File: config.mk
export PLATFORM = sky130hd
export DESIGN_NAME = evt_ctrl
export DESIGN_NICKNAME = d
export VERILOG_FILES = /design/src/logic/evt_pkg.sv /design/src/logic/evt_ctrl.sv /design/src/logic/evt_counter.sv
export SDC_FILE = /design/constraint.sdc
export NUM_CORES = 1
export LEC_CHECK = 0
export BUFFER_PORTS_ARGS = -buffer_cell sky130_fd_sc_hd__buf_2
export CAP_MARGIN = 20
export CORE_MARGIN = 3
export CORE_UTILIZATION = 30
export CTS_BUF_LIST = sky130_fd_sc_hd__clkbuf_4
export DETAILED_ROUTE_END_ITERATION = 7
export PLACE_DENSITY_LB_ADDON = 0.25
export REMOVE_ABC_BUFFERS = 1
export SETUP_SLACK_MARGIN = 0.1
export SLEW_MARGIN = 10
export SYNTH_ARGS = -nofsm -noshare
export SYNTH_HDL_FRONTEND = slang
export SYNTH_SLANG_ARGS = --single-unit
File: constraint.sdc
create_clock -name clock_i -period 3.9 [get_ports clock_i]
set_input_delay 0.39 -clock clock_i [delete_from_list [all_inputs] [get_ports clock_i]]
set_output_delay 0.39 -clock clock_i [all_outputs]
set_load 0.02 [all_outputs]
File: src/logic/evt_pkg.sv
package evt_pkg;

	// register word layout
	localparam int REG_W        = 16;
	localparam int ID_W         = 6;
	localparam int ACT_ONCE_BIT = 6;
	localparam int CNT_W        = 10;
	localparam logic [CNT_W-1:0] CNT_WRAP = 10'h1ff;

	// byte offsets of the word registers on the bus
	localparam logic [7:0] OFF_RX_CFG   = 8'h00;
	localparam logic [7:0] OFF_RX_EVT   = 8'h04;
	localparam logic [7:0] OFF_RX_CTL   = 8'h08;
	localparam logic [7:0] OFF_TX_CFG   = 8'h0c;
	localparam logic [7:0] OFF_TX_EVT   = 8'h10;
	localparam logic [7:0] OFF_BUF_CFG  = 8'h14;
	localparam logic [7:0] OFF_BUF_EVT  = 8'h18;
	localparam logic [7:0] OFF_MISS_CNT = 8'h1c;
	localparam logic [7:0] OFF_COL_CNT  = 8'h20;
	localparam logic [7:0] OFF_TDR      = 8'h24;
	localparam logic [7:0] OFF_LINE_ST  = 8'h28;
	localparam logic [7:0] OFF_SELF_CTL = 8'h2c;
	localparam logic [7:0] OFF_SELF_ST  = 8'h30;
	localparam logic [7:0] OFF_BUS_CTL  = 8'h34;
	localparam logic [7:0] OFF_BUS_ST   = 8'h38;
	localparam logic [7:0] OFF_TX_CMD   = 8'h3c;

	// identification codes in bits 5:0; bit 0 marks config (1) or status (0)
	localparam logic [5:0] ID_RX_CFG   = 6'h03;
	localparam logic [5:0] ID_RX_EVT   = 6'h04;
	localparam logic [5:0] ID_RX_CTL   = 6'h05;
	localparam logic [5:0] ID_TX_CFG   = 6'h07;
	localparam logic [5:0] ID_TX_EVT   = 6'h08;
	localparam logic [5:0] ID_TX_CMD   = 6'h09;
	localparam logic [5:0] ID_BUF_CFG  = 6'h0b;
	localparam logic [5:0] ID_BUF_EVT  = 6'h0c;
	localparam logic [5:0] ID_MISS_CNT = 6'h10;
	localparam logic [5:0] ID_COL_CNT  = 6'h12;
	localparam logic [5:0] ID_LINE_ST  = 6'h14;
	localparam logic [5:0] ID_SELF_CTL = 6'h15;
	localparam logic [5:0] ID_SELF_ST  = 6'h16;
	localparam logic [5:0] ID_BUS_CTL  = 6'h17;
	localparam logic [5:0] ID_BUS_ST   = 6'h18;
	localparam logic [5:0] ID_TDR      = 6'h1c;

	// event bit positions (rx/tx/buffer), and enable positions match them
	localparam int RX_EXTRA = 14;
	localparam int RX_RUNT  = 13;
	localparam int RX_CRC   = 12;
	localparam int RX_OK    = 8;
	localparam int TX_CARR  = 6;
	localparam int TX_HBEAT = 7;
	localparam int TX_OK    = 8;
	localparam int TX_LATE  = 9;
	localparam int TX_JAB   = 10;
	localparam int TX_ANYC  = 11;
	localparam int TX_16C   = 15;
	localparam int BF_DMA   = 7;
	localparam int BF_RDY   = 8;
	localparam int BF_UNDR  = 9;
	localparam int BF_MISS  = 10;
	localparam int BF_128   = 11;
	localparam int BF_MOVF  = 12;
	localparam int BF_COVF  = 13;
	localparam int BF_DEST  = 15;

	// receive control: four class accepts at event positions, five filter accepts
	localparam int         FILT_LSB   = 6;
	localparam int         FILT_W     = 5;
	localparam logic [15:0] RX_CTL_MASK = 16'h7fc0;

	// reset values of the writable bits (6..15)
	localparam logic [9:0] CFG_RST = 10'h000;

	// bus request
	typedef struct packed {
		logic        rd;
		logic        wr;
		logic [7:0]  addr;
		logic [15:0] wdata;
	} bus_req_s;

	// frame and line events reported by the mac engine, one-cycle pulses
	typedef struct packed {
		logic extra;
		logic runt;
		logic crc;
		logic ok;
	} rx_evt_s;

	typedef struct packed {
		logic sixteen;
		logic anycol;
		logic jabber;
		logic late;
		logic ok;
		logic hbeat;
		logic carrier;
	} tx_evt_s;

	typedef struct packed {
		logic dest;
		logic first128;
		logic missed;
		logic underrun;
		logic rdy;
		logic dma;
	} buf_evt_s;

endpackage

File: src/logic/evt_ctrl.sv
`timescale 1ns/1ps
//////////////////////////////////////////////////////////////////////////////
// Summary of operation
// - configuration and control registers are read and write
// - status registers are read-only, showing current state
// - event registers are read-only and clear when read, except flags set again in the same cycle
// - missed-frame and collision counters clear on read; reflectometer value follows hardware
// - four act-once bits at bit 6 pulse once and read as zero
// - line, self and bus status bits follow hardware only
// - destination and first-128 flags set by hardware, cleared by read
// - interrupt raised when an enabled event occurs
// - event flags set regardless of their enables
// - receive config holds enables for extra, runt, crc, good frame
// - transmit config holds enables for the seven transmit events
// - buffer config holds enables for the eight buffer events, counter overflows included
// - counters interrupt on passing 1ffh when overflow enable set
// - four class accept bits in receive control choose accepted frames
// - accept and interrupt enable bits act independently
// - enabled but not accepted frame interrupts, is dropped, length zero
// - five remaining accept bits steer destination address filtering
// - counters and reflectometer are ten bits wide
// - bits 5:0 hold register id; bit 0 set for config words
module evt_ctrl
	import evt_pkg::*;
(
	// clock and reset
	input  wire logic              clock_i,
	input  wire logic              srst_i,
	// avalon-mm slave
	input  wire logic [7:0]        avs_address,
	input  wire logic              avs_read,
	input  wire logic              avs_write,
	input  wire logic [31:0]       avs_writedata,
	input  wire logic [3:0]        avs_byteenable,
	output logic [31:0]            avs_readdata,
	output logic                   avs_waitrequest,
	// events from the mac engine, same clock
	input  wire rx_evt_s           rx_evt_i,
	input  wire tx_evt_s           tx_evt_i,
	input  wire buf_evt_s          buf_evt_i,
	input  wire logic              missed_frame_i,
	input  wire logic              collision_i,
	input  wire logic [CNT_W-1:0]  cable_reflectometer_i,
	input  wire logic [9:0]        line_status_i,
	input  wire logic [9:0]        self_status_i,
	input  wire logic [9:0]        bus_status_i,
	// frame acceptance
	input  wire logic              rx_frame_done_i,
	input  wire logic [15:0]       rx_frame_len_i,
	output logic                   rx_accept_o,
	output logic [15:0]            rx_len_o,
	output logic [FILT_W-1:0]      addr_filter_accept_o,
	// actions
	output logic                   tx_start_o,
	output logic [15:0]            tx_command_o,
	output logic                   frame_skip_o,
	output logic                   chip_reset_o,
	output logic                   receive_dma_restart_o,
	// interrupt
	output logic                   irq_o
);

	//////////////////////////////////////////////////////////////////////////
	// bus request decode

	bus_req_s req;
	logic     ack_r, wait_r;

	assign req.rd    = avs_read && !ack_r;
	assign req.wr    = avs_write && !ack_r;
	assign req.addr  = avs_address;
	assign req.wdata = avs_writedata[15:0];

	// lanes 0 and 1 carry the 16-bit word; upper lanes are ignored
	wire [15:0] lane_mask = {{8{avs_byteenable[1]}}, {8{avs_byteenable[0]}}};

	function automatic logic hit(input logic [7:0] a, input logic [7:0] off);
		return a == off;
	endfunction

	wire wr_rx_cfg   = req.wr && hit(req.addr, OFF_RX_CFG);
	wire wr_rx_ctl   = req.wr && hit(req.addr, OFF_RX_CTL);
	wire wr_tx_cfg   = req.wr && hit(req.addr, OFF_TX_CFG);
	wire wr_buf_cfg  = req.wr && hit(req.addr, OFF_BUF_CFG);
	wire wr_self_ctl = req.wr && hit(req.addr, OFF_SELF_CTL);
	wire wr_bus_ctl  = req.wr && hit(req.addr, OFF_BUS_CTL);
	wire wr_tx_cmd   = req.wr && hit(req.addr, OFF_TX_CMD);
	wire rd_rx_evt   = req.rd && hit(req.addr, OFF_RX_EVT);
	wire rd_tx_evt   = req.rd && hit(req.addr, OFF_TX_EVT);
	wire rd_buf_evt  = req.rd && hit(req.addr, OFF_BUF_EVT);
	wire rd_miss     = req.rd && hit(req.addr, OFF_MISS_CNT);
	wire rd_col      = req.rd && hit(req.addr, OFF_COL_CNT);

	//////////////////////////////////////////////////////////////////////////
	// configuration and control bits 15:6

	logic [9:0] rx_cfg_r, tx_cfg_r, buf_cfg_r, rx_ctl_r, self_ctl_r, bus_ctl_r;
	logic [15:0] tx_cmd_r;

	function automatic logic [9:0] merge(input logic [9:0] old, input logic [15:0] d,
		input logic [15:0] m);
		return (old & ~m[15:6]) | (d[15:6] & m[15:6]);
	endfunction

	// act-once positions never stored, so they always read zero
	localparam logic [9:0] KEEP = ~(10'h001 << (ACT_ONCE_BIT - 6));
	wire [9:0] rx_cfg_nxt   = merge(rx_cfg_r, req.wdata, lane_mask) & KEEP;
	wire [9:0] buf_cfg_nxt  = merge(buf_cfg_r, req.wdata, lane_mask) & KEEP;
	wire [9:0] self_ctl_nxt = merge(self_ctl_r, req.wdata, lane_mask) & KEEP;
	wire [9:0] bus_ctl_nxt  = merge(bus_ctl_r, req.wdata, lane_mask) & KEEP;
	wire [9:0] tx_cfg_nxt   = merge(tx_cfg_r, req.wdata, lane_mask);
	wire [9:0] rx_ctl_nxt   = merge(rx_ctl_r, req.wdata & RX_CTL_MASK, lane_mask);

	// writable setup registers
	always_ff @(posedge clock_i) begin
		if (srst_i) begin
			rx_cfg_r   <= CFG_RST;
			tx_cfg_r   <= CFG_RST;
			buf_cfg_r  <= CFG_RST;
			rx_ctl_r   <= CFG_RST;
			self_ctl_r <= CFG_RST;
			bus_ctl_r  <= CFG_RST;
			tx_cmd_r   <= 16'h0000;
		end else begin
			if (wr_rx_cfg)   rx_cfg_r   <= rx_cfg_nxt;
			if (wr_tx_cfg)   tx_cfg_r   <= tx_cfg_nxt;
			if (wr_buf_cfg)  buf_cfg_r  <= buf_cfg_nxt;
			if (wr_rx_ctl)   rx_ctl_r   <= rx_ctl_nxt;
			if (wr_self_ctl) self_ctl_r <= self_ctl_nxt;
			if (wr_bus_ctl)  bus_ctl_r  <= bus_ctl_nxt;
			if (wr_tx_cmd)   tx_cmd_r   <= req.wdata;
		end
	end

	// act-once pulses, one cycle per write of a one; tx start pulses on every command write
	wire act_lane = avs_byteenable[0];
	logic skip_r, chip_rst_r, dma_rst_r, swint_r, tx_start_r;
	always_ff @(posedge clock_i) begin
		if (srst_i) begin
			skip_r     <= 1'b0;
			chip_rst_r <= 1'b0;
			dma_rst_r  <= 1'b0;
			swint_r    <= 1'b0;
			tx_start_r <= 1'b0;
		end else begin
			skip_r     <= wr_rx_cfg && act_lane && req.wdata[ACT_ONCE_BIT];
			chip_rst_r <= wr_self_ctl && act_lane && req.wdata[ACT_ONCE_BIT];
			dma_rst_r  <= wr_bus_ctl && act_lane && req.wdata[ACT_ONCE_BIT];
			swint_r    <= wr_buf_cfg && act_lane && req.wdata[ACT_ONCE_BIT];
			tx_start_r <= wr_tx_cmd;
		end
	end

	//////////////////////////////////////////////////////////////////////////
	// event flags: set wins over the read-clear

	logic [9:0] rx_evt_r, tx_evt_r, buf_evt_r;
	logic [9:0] rx_set, tx_set, buf_set;
	logic       miss_ovf, col_ovf;

	// map incoming pulses onto their bit positions
	always_comb begin
		rx_set = '0;
		rx_set[RX_EXTRA-6] = rx_evt_i.extra;
		rx_set[RX_RUNT-6]  = rx_evt_i.runt;
		rx_set[RX_CRC-6]   = rx_evt_i.crc;
		rx_set[RX_OK-6]    = rx_evt_i.ok;
		tx_set = '0;
		tx_set[TX_16C-6]   = tx_evt_i.sixteen;
		tx_set[TX_ANYC-6]  = tx_evt_i.anycol;
		tx_set[TX_JAB-6]   = tx_evt_i.jabber;
		tx_set[TX_LATE-6]  = tx_evt_i.late;
		tx_set[TX_OK-6]    = tx_evt_i.ok;
		tx_set[TX_HBEAT-6] = tx_evt_i.hbeat;
		tx_set[TX_CARR-6]  = tx_evt_i.carrier;
		buf_set = '0;
		buf_set[BF_DEST-6] = buf_evt_i.dest;
		buf_set[BF_128-6]  = buf_evt_i.first128;
		buf_set[BF_MISS-6] = buf_evt_i.missed;
		buf_set[BF_UNDR-6] = buf_evt_i.underrun;
		buf_set[BF_RDY-6]  = buf_evt_i.rdy;
		buf_set[BF_DMA-6]  = buf_evt_i.dma;
		buf_set[BF_MOVF-6] = miss_ovf;
		buf_set[BF_COVF-6] = col_ovf;
	end

	always_ff @(posedge clock_i) begin
		if (srst_i) begin
			rx_evt_r  <= '0;
			tx_evt_r  <= '0;
			buf_evt_r <= '0;
		end else begin
			rx_evt_r  <= (rd_rx_evt ? '0 : rx_evt_r) | rx_set;
			tx_evt_r  <= (rd_tx_evt ? '0 : tx_evt_r) | tx_set;
			buf_evt_r <= (rd_buf_evt ? '0 : buf_evt_r) | buf_set;
		end
	end

	//////////////////////////////////////////////////////////////////////////
	// clear-on-read counters

	logic [CNT_W-1:0] miss_cnt, col_cnt;

	evt_counter #(.W(CNT_W)) u_miss (
		.clock_i (clock_i),
		.srst_i  (srst_i),
		.inc_i   (missed_frame_i),
		.clr_i   (rd_miss),
		.count_o (miss_cnt),
		.ovf_o   (miss_ovf)
	);

	evt_counter #(.W(CNT_W)) u_col (
		.clock_i (clock_i),
		.srst_i  (srst_i),
		.inc_i   (collision_i),
		.clr_i   (rd_col),
		.count_o (col_cnt),
		.ovf_o   (col_ovf)
	);

	//////////////////////////////////////////////////////////////////////////
	// read mux: bits 15:6 data, 5:0 identification

	function automatic logic [15:0] word(input logic [9:0] d, input logic [5:0] id);
		return {d, id};
	endfunction

	function automatic logic [15:0] cnt_word(input logic [CNT_W-1:0] c,
		input logic [5:0] id);
		return {c, id};
	endfunction

	logic [15:0] rd_word;
	always_comb begin
		if (hit(req.addr, OFF_RX_CFG))        rd_word = word(rx_cfg_r, ID_RX_CFG);
		else if (hit(req.addr, OFF_RX_EVT))   rd_word = word(rx_evt_r, ID_RX_EVT);
		else if (hit(req.addr, OFF_RX_CTL))   rd_word = word(rx_ctl_r, ID_RX_CTL);
		else if (hit(req.addr, OFF_TX_CFG))   rd_word = word(tx_cfg_r, ID_TX_CFG);
		else if (hit(req.addr, OFF_TX_EVT))   rd_word = word(tx_evt_r, ID_TX_EVT);
		else if (hit(req.addr, OFF_BUF_CFG))  rd_word = word(buf_cfg_r, ID_BUF_CFG);
		else if (hit(req.addr, OFF_BUF_EVT))  rd_word = word(buf_evt_r, ID_BUF_EVT);
		else if (hit(req.addr, OFF_MISS_CNT)) rd_word = cnt_word(miss_cnt, ID_MISS_CNT);
		else if (hit(req.addr, OFF_COL_CNT))  rd_word = cnt_word(col_cnt, ID_COL_CNT);
		else if (hit(req.addr, OFF_TDR))      rd_word = cnt_word(cable_reflectometer_i, ID_TDR);
		else if (hit(req.addr, OFF_LINE_ST))  rd_word = word(line_status_i, ID_LINE_ST);
		else if (hit(req.addr, OFF_SELF_CTL)) rd_word = word(self_ctl_r, ID_SELF_CTL);
		else if (hit(req.addr, OFF_SELF_ST))  rd_word = word(self_status_i, ID_SELF_ST);
		else if (hit(req.addr, OFF_BUS_CTL))  rd_word = word(bus_ctl_r, ID_BUS_CTL);
		else if (hit(req.addr, OFF_BUS_ST))   rd_word = word(bus_status_i, ID_BUS_ST);
		else if (hit(req.addr, OFF_TX_CMD))   rd_word = {tx_cmd_r[15:6], ID_TX_CMD};
		else                                  rd_word = 16'h0000;
	end

	// one wait cycle, then ack; writes to status words are ignored
	// waitrequest idles high so that it can come straight from a flop
	always_ff @(posedge clock_i) begin
		if (srst_i) begin
			ack_r        <= 1'b0;
			wait_r       <= 1'b1;
			avs_readdata <= 32'h0000_0000;
		end else begin
			ack_r  <= req.rd || req.wr;
			wait_r <= !(req.rd || req.wr);
			if (req.rd) avs_readdata <= {16'h0000, rd_word};
		end
	end
	assign avs_waitrequest = wait_r;

	//////////////////////////////////////////////////////////////////////////
	// frame acceptance: class accept and interrupt enable act independently

	wire [9:0] rx_class = rx_evt_i.ok ? (10'h001 << (RX_OK-6)) :
		{1'b0, rx_evt_i.extra, rx_evt_i.runt, rx_evt_i.crc, 6'h00};
	wire       acc_now  = |(rx_class & rx_ctl_r);

	logic acc_r;
	logic [15:0] len_r;
	always_ff @(posedge clock_i) begin
		if (srst_i) begin
			acc_r <= 1'b0;
			len_r <= 16'h0000;
		end else if (rx_frame_done_i) begin
			acc_r <= acc_now;
			len_r <= acc_now ? rx_frame_len_i : 16'h0000;
		end
	end

	//////////////////////////////////////////////////////////////////////////
	// interrupt: or of enabled sticky flags, held until read clear, and the one-cycle software pulse

	wire irq_nxt = |(rx_evt_r & rx_cfg_r) | |(tx_evt_r & tx_cfg_r) |
		|(buf_evt_r & buf_cfg_r) | swint_r;
	// filter accepts skip bit 8, which is the good-frame class accept
	wire [FILT_W-1:0] filt_sel = {rx_ctl_r[5:3], rx_ctl_r[1:0]};
	logic irq_r;
	logic [FILT_W-1:0] filt_r;
	always_ff @(posedge clock_i) begin
		if (srst_i) begin
			irq_r  <= 1'b0;
			filt_r <= '0;
		end else begin
			irq_r  <= irq_nxt;
			filt_r <= filt_sel;
		end
	end

	// outputs straight from flip-flops
	assign rx_accept_o           = acc_r;
	assign rx_len_o              = len_r;
	assign addr_filter_accept_o  = filt_r;
	assign tx_start_o            = tx_start_r;
	assign tx_command_o          = tx_cmd_r;
	assign frame_skip_o          = skip_r;
	assign chip_reset_o          = chip_rst_r;
	assign receive_dma_restart_o = dma_rst_r;
	assign irq_o                 = irq_r;
endmodule

File: src/logic/evt_counter.sv
`timescale 1ns/1ps
// clear-on-read event counter; pulses ovf when passing the wrap value
module evt_counter
	import evt_pkg::*;
#(
	parameter int W = CNT_W
) (
	// clock and reset
	input  wire logic         clock_i,
	input  wire logic         srst_i,
	// count and read-clear
	input  wire logic         inc_i,
	input  wire logic         clr_i,
	// state
	output logic [W-1:0]      count_o,
	output logic              ovf_o
);

	logic [W-1:0] cnt_r;
	logic         ovf_r;
	wire          pass_wrap = inc_i && (cnt_r == W'(CNT_WRAP));

	// a count landing with the read-clear survives as one
	always_ff @(posedge clock_i) begin
		if (srst_i) begin
			cnt_r <= '0;
			ovf_r <= 1'b0;
		end else begin
			cnt_r <= clr_i ? W'(inc_i) : cnt_r + W'(inc_i);
			ovf_r <= pass_wrap;
		end
	end

	assign count_o = cnt_r;
	assign ovf_o   = ovf_r;

endmodule

==> out/results.tsv <==
metric	value	unit
place_inst	1381	
post_cts_resized	0	
first_pass_iters	5	
cts-buffers-inserted	17	
synth_top_area_cell	dfxtp_1	
grt-ovfl-total	0	
h-tree-depth	4	
finalCriticalPeriod	2.27	ns
grt_max_degree	55	
status	finished clean	
postRouteAntennaNets	0	
antenna_found_initial	1	
clk_pin_slew	0.14	ns
reg2reg_setup_slack	1.63	ns
cts.sinks	158	
setup_ws	1.63	ns
ir_drop	0.000169	V
cp.required	4.35	ns
track_usage	20.1	%
remaining_drc_errors	0	
reg2reg_depth	6	
worst_slew_pin_slew	0.816	ns
layout.cells.non_filler	1422	
drv_cap	0	
clockBufferDepth	2	
setup_viol	0	
syn_inst	937	
path_class	flip-flop to flip-flop	
cts_setup_buffers	0	
p_per_area	338	nW/um^2
via_per_inst	5.39	
post_route_cells_drive_above_1_share	22.5	%
cts_tree	done	
async_reset_ff_share	0	%
crit_fanout	13	
maxSlewHeadroom	45.1	%
rsz0062_at_grt	false	
power_switching	0.000882	W
period_share	58.2	%
post_drt_wl_per_cell	19.8	um
area_growth	18.4	%
ys_seq_elements	158	
drt_iter0_drc	634	
rows	57	
cts-root-buf	clkbuf_4	
dpl.hpwl	20.4	mm
routabilityCongestion	0.914	
grt_pass1_wl	43.5	mm
hold_buffers	7	
clock_power_share	33.8	%
design.core.area	24700	um^2
portBuffers	164	
seq_area_frac_synth	41.4	%
synth_most_common_cell	dfxtp_1	
fillers	2678	
synth_ff_type	dfxtp_1	
crit_path_start	ack_r$_SDFF_PP0_	
totalWireLength	28.2	mm
vias	7664	
seqPwrFrac	54.4	%
initial_core_util	31.0	%
stdcell_area	9050	um^2
ios	200	
yosysWarnings	0	
mappedNetlistArea	7640	um^2
power_frac_comb	11.8	%
insertion_delay	0.57	ns
netlist.area_leader.share	41.4	%
dp_slack	1.31	ns
power_leakage	3.62	nW
hold_viol	0	
cp-end-kind	flip-flop	
switching_share	28.8	%
critPathLaunchType	flip-flop	
synthTopCellsByArea	dfxtp_1, a21oi_1, nor2_1	
slew_violations	0	
power.total	0.00306	W
hp-class	input port to flip-flop	
synth_edf_count	0	
finalClockSkew	0.0345	ns
fmax	441	MHz
dieHeight	166	um
fin_tns_setup	0	ns
final_nets	1212	
dieArea	27400	um^2
place_area	8690	um^2
syn_avg_cell_area	8.16	um^2
internal_power	0.00218	W
synth.top_cells.by_count	dfxtp_1, nor2_1, nand2_1	
crit_arrival	2.72	ns
synth_cell_types	69	
reg2reg_from	ack_r$_SDFF_PP0_	
grt_pass1_vias	7363	
die_w	166	um
==> logic make-up after synthesis <==
group / after synthesis / synth area share, %
muxes: 43 / 6.86
other: 1 / 0.0491
buffers and inverters: 94 / 6.22
DFF: 158 / 41.4
xor gates and xnor gates: 15 / 1.72
adders and majority gates: 4 / 0.655
and+or+nand+nor: 371 / 22.8
AOI/OAI and AO/OA: 251 / 20.4
==> power by group through the flow <==
stage | sequential [W] | clock (W) | combinational [W]
4_1_cts | 0.00166 | 0.00107 | 0.000358
3_5_place_dp | 0.00170 | 0 | 0.000351
2_1_floorplan | 0.00169 | 0 | 0.000143
5_1_grt | 0.00167 | 0.00113 | 0.000389
6_report | 0.00166 | 0.00103 | 0.000361
3_3_place_gp | 0.00170 | 0 | 0.000349
==> worst max-delay path, stage by stage, from the launching register on <==
cell	delay [ns]
dfxtp_1	0.36
nor2b_1	0.17
buf_4	0.20
and2_1	0.48
nand3_1	0.58
mux2i_1	0.30
nor2_1	0.05
==> cell usage in the layout (no fill, tap or decap), types with 8 or more instances in the layout <==
master	Yosys	final
o21ai_0	47	47
nand2b_1	9	9
nor3_1	13	13
nor2_1	122	122
a22oi_1	27	27
conb_1	1	17
dlygate4sd3_1	0	8
buf_4	19	25
clkbuf_4	0	22
buf_2	22	163
a221oi_1	10	10
inv_1	8	8
a21oi_1	102	102
nand2_1	115	115
nand3_1	51	51
dfxtp_1	158	158
and3_1	8	8
xor2_1	8	8
nor2b_1	11	11
or3_1	8	8
mux2i_1	31	31
==> per-stage QoR <==
stage          util [%]  hold slack [ns]
2_1_floorplan         -            0.413
3_3_place_gp       35.2            0.425
3_5_place_dp       35.2            0.436
4_1_cts            36.6         0.000450
5_1_grt            36.7         0.000603
6_report           36.7           0.0385
==> worst min path at each step <==
| stage | from | endpoint | cells past startpoint |
|---|---|---|---|
| detailed placement | u_miss.ovf_o$_SDFF_PP0_ | buf_evt_r[6]$_SDFF_PP0_ | 2 |
| global route | buf_evt_i[2] | buf_evt_r[3]$_SDFF_PP0_ | 3 |
| finish | buf_evt_i[2] | buf_evt_r[3]$_SDFF_PP0_ | 3 |
| floorplan | u_miss.ovf_o$_SDFF_PP0_ | buf_evt_r[6]$_SDFF_PP0_ | 2 |
| CTS | tx_evt_i[4] | tx_evt_r[4]$_SDFF_PP0_ | 3 |
| global placement | u_miss.ovf_o$_SDFF_PP0_ | buf_evt_r[6]$_SDFF_PP0_ | 2 |
==> layer usage <==
layer	global-route usage [%]	vias up	share of wire [%]
li1	-	3599	-
met1	27.8	3665	45
met3	4.39	46	7.4
met5	0	-	0
met4	7.09	0	2.9
met2	31.0	354	44
==> final cells by class <==
cell class	instances	area, um^2	share of cell area [%]
Antenna cell	1	2.50	0.0277
Clock buffer	22	165	1.83
Clock inverter	10	113	1.24
Inverter	9	33.8	0.373
Multi-Input combinational cell	701	4070	45.0
Sequential cell	158	3160	35.0
Tap cell	324	405	4.48
Timing Repair Buffer	197	1090	12.1
No activity file was read; power rests on OpenSTA's default activity.
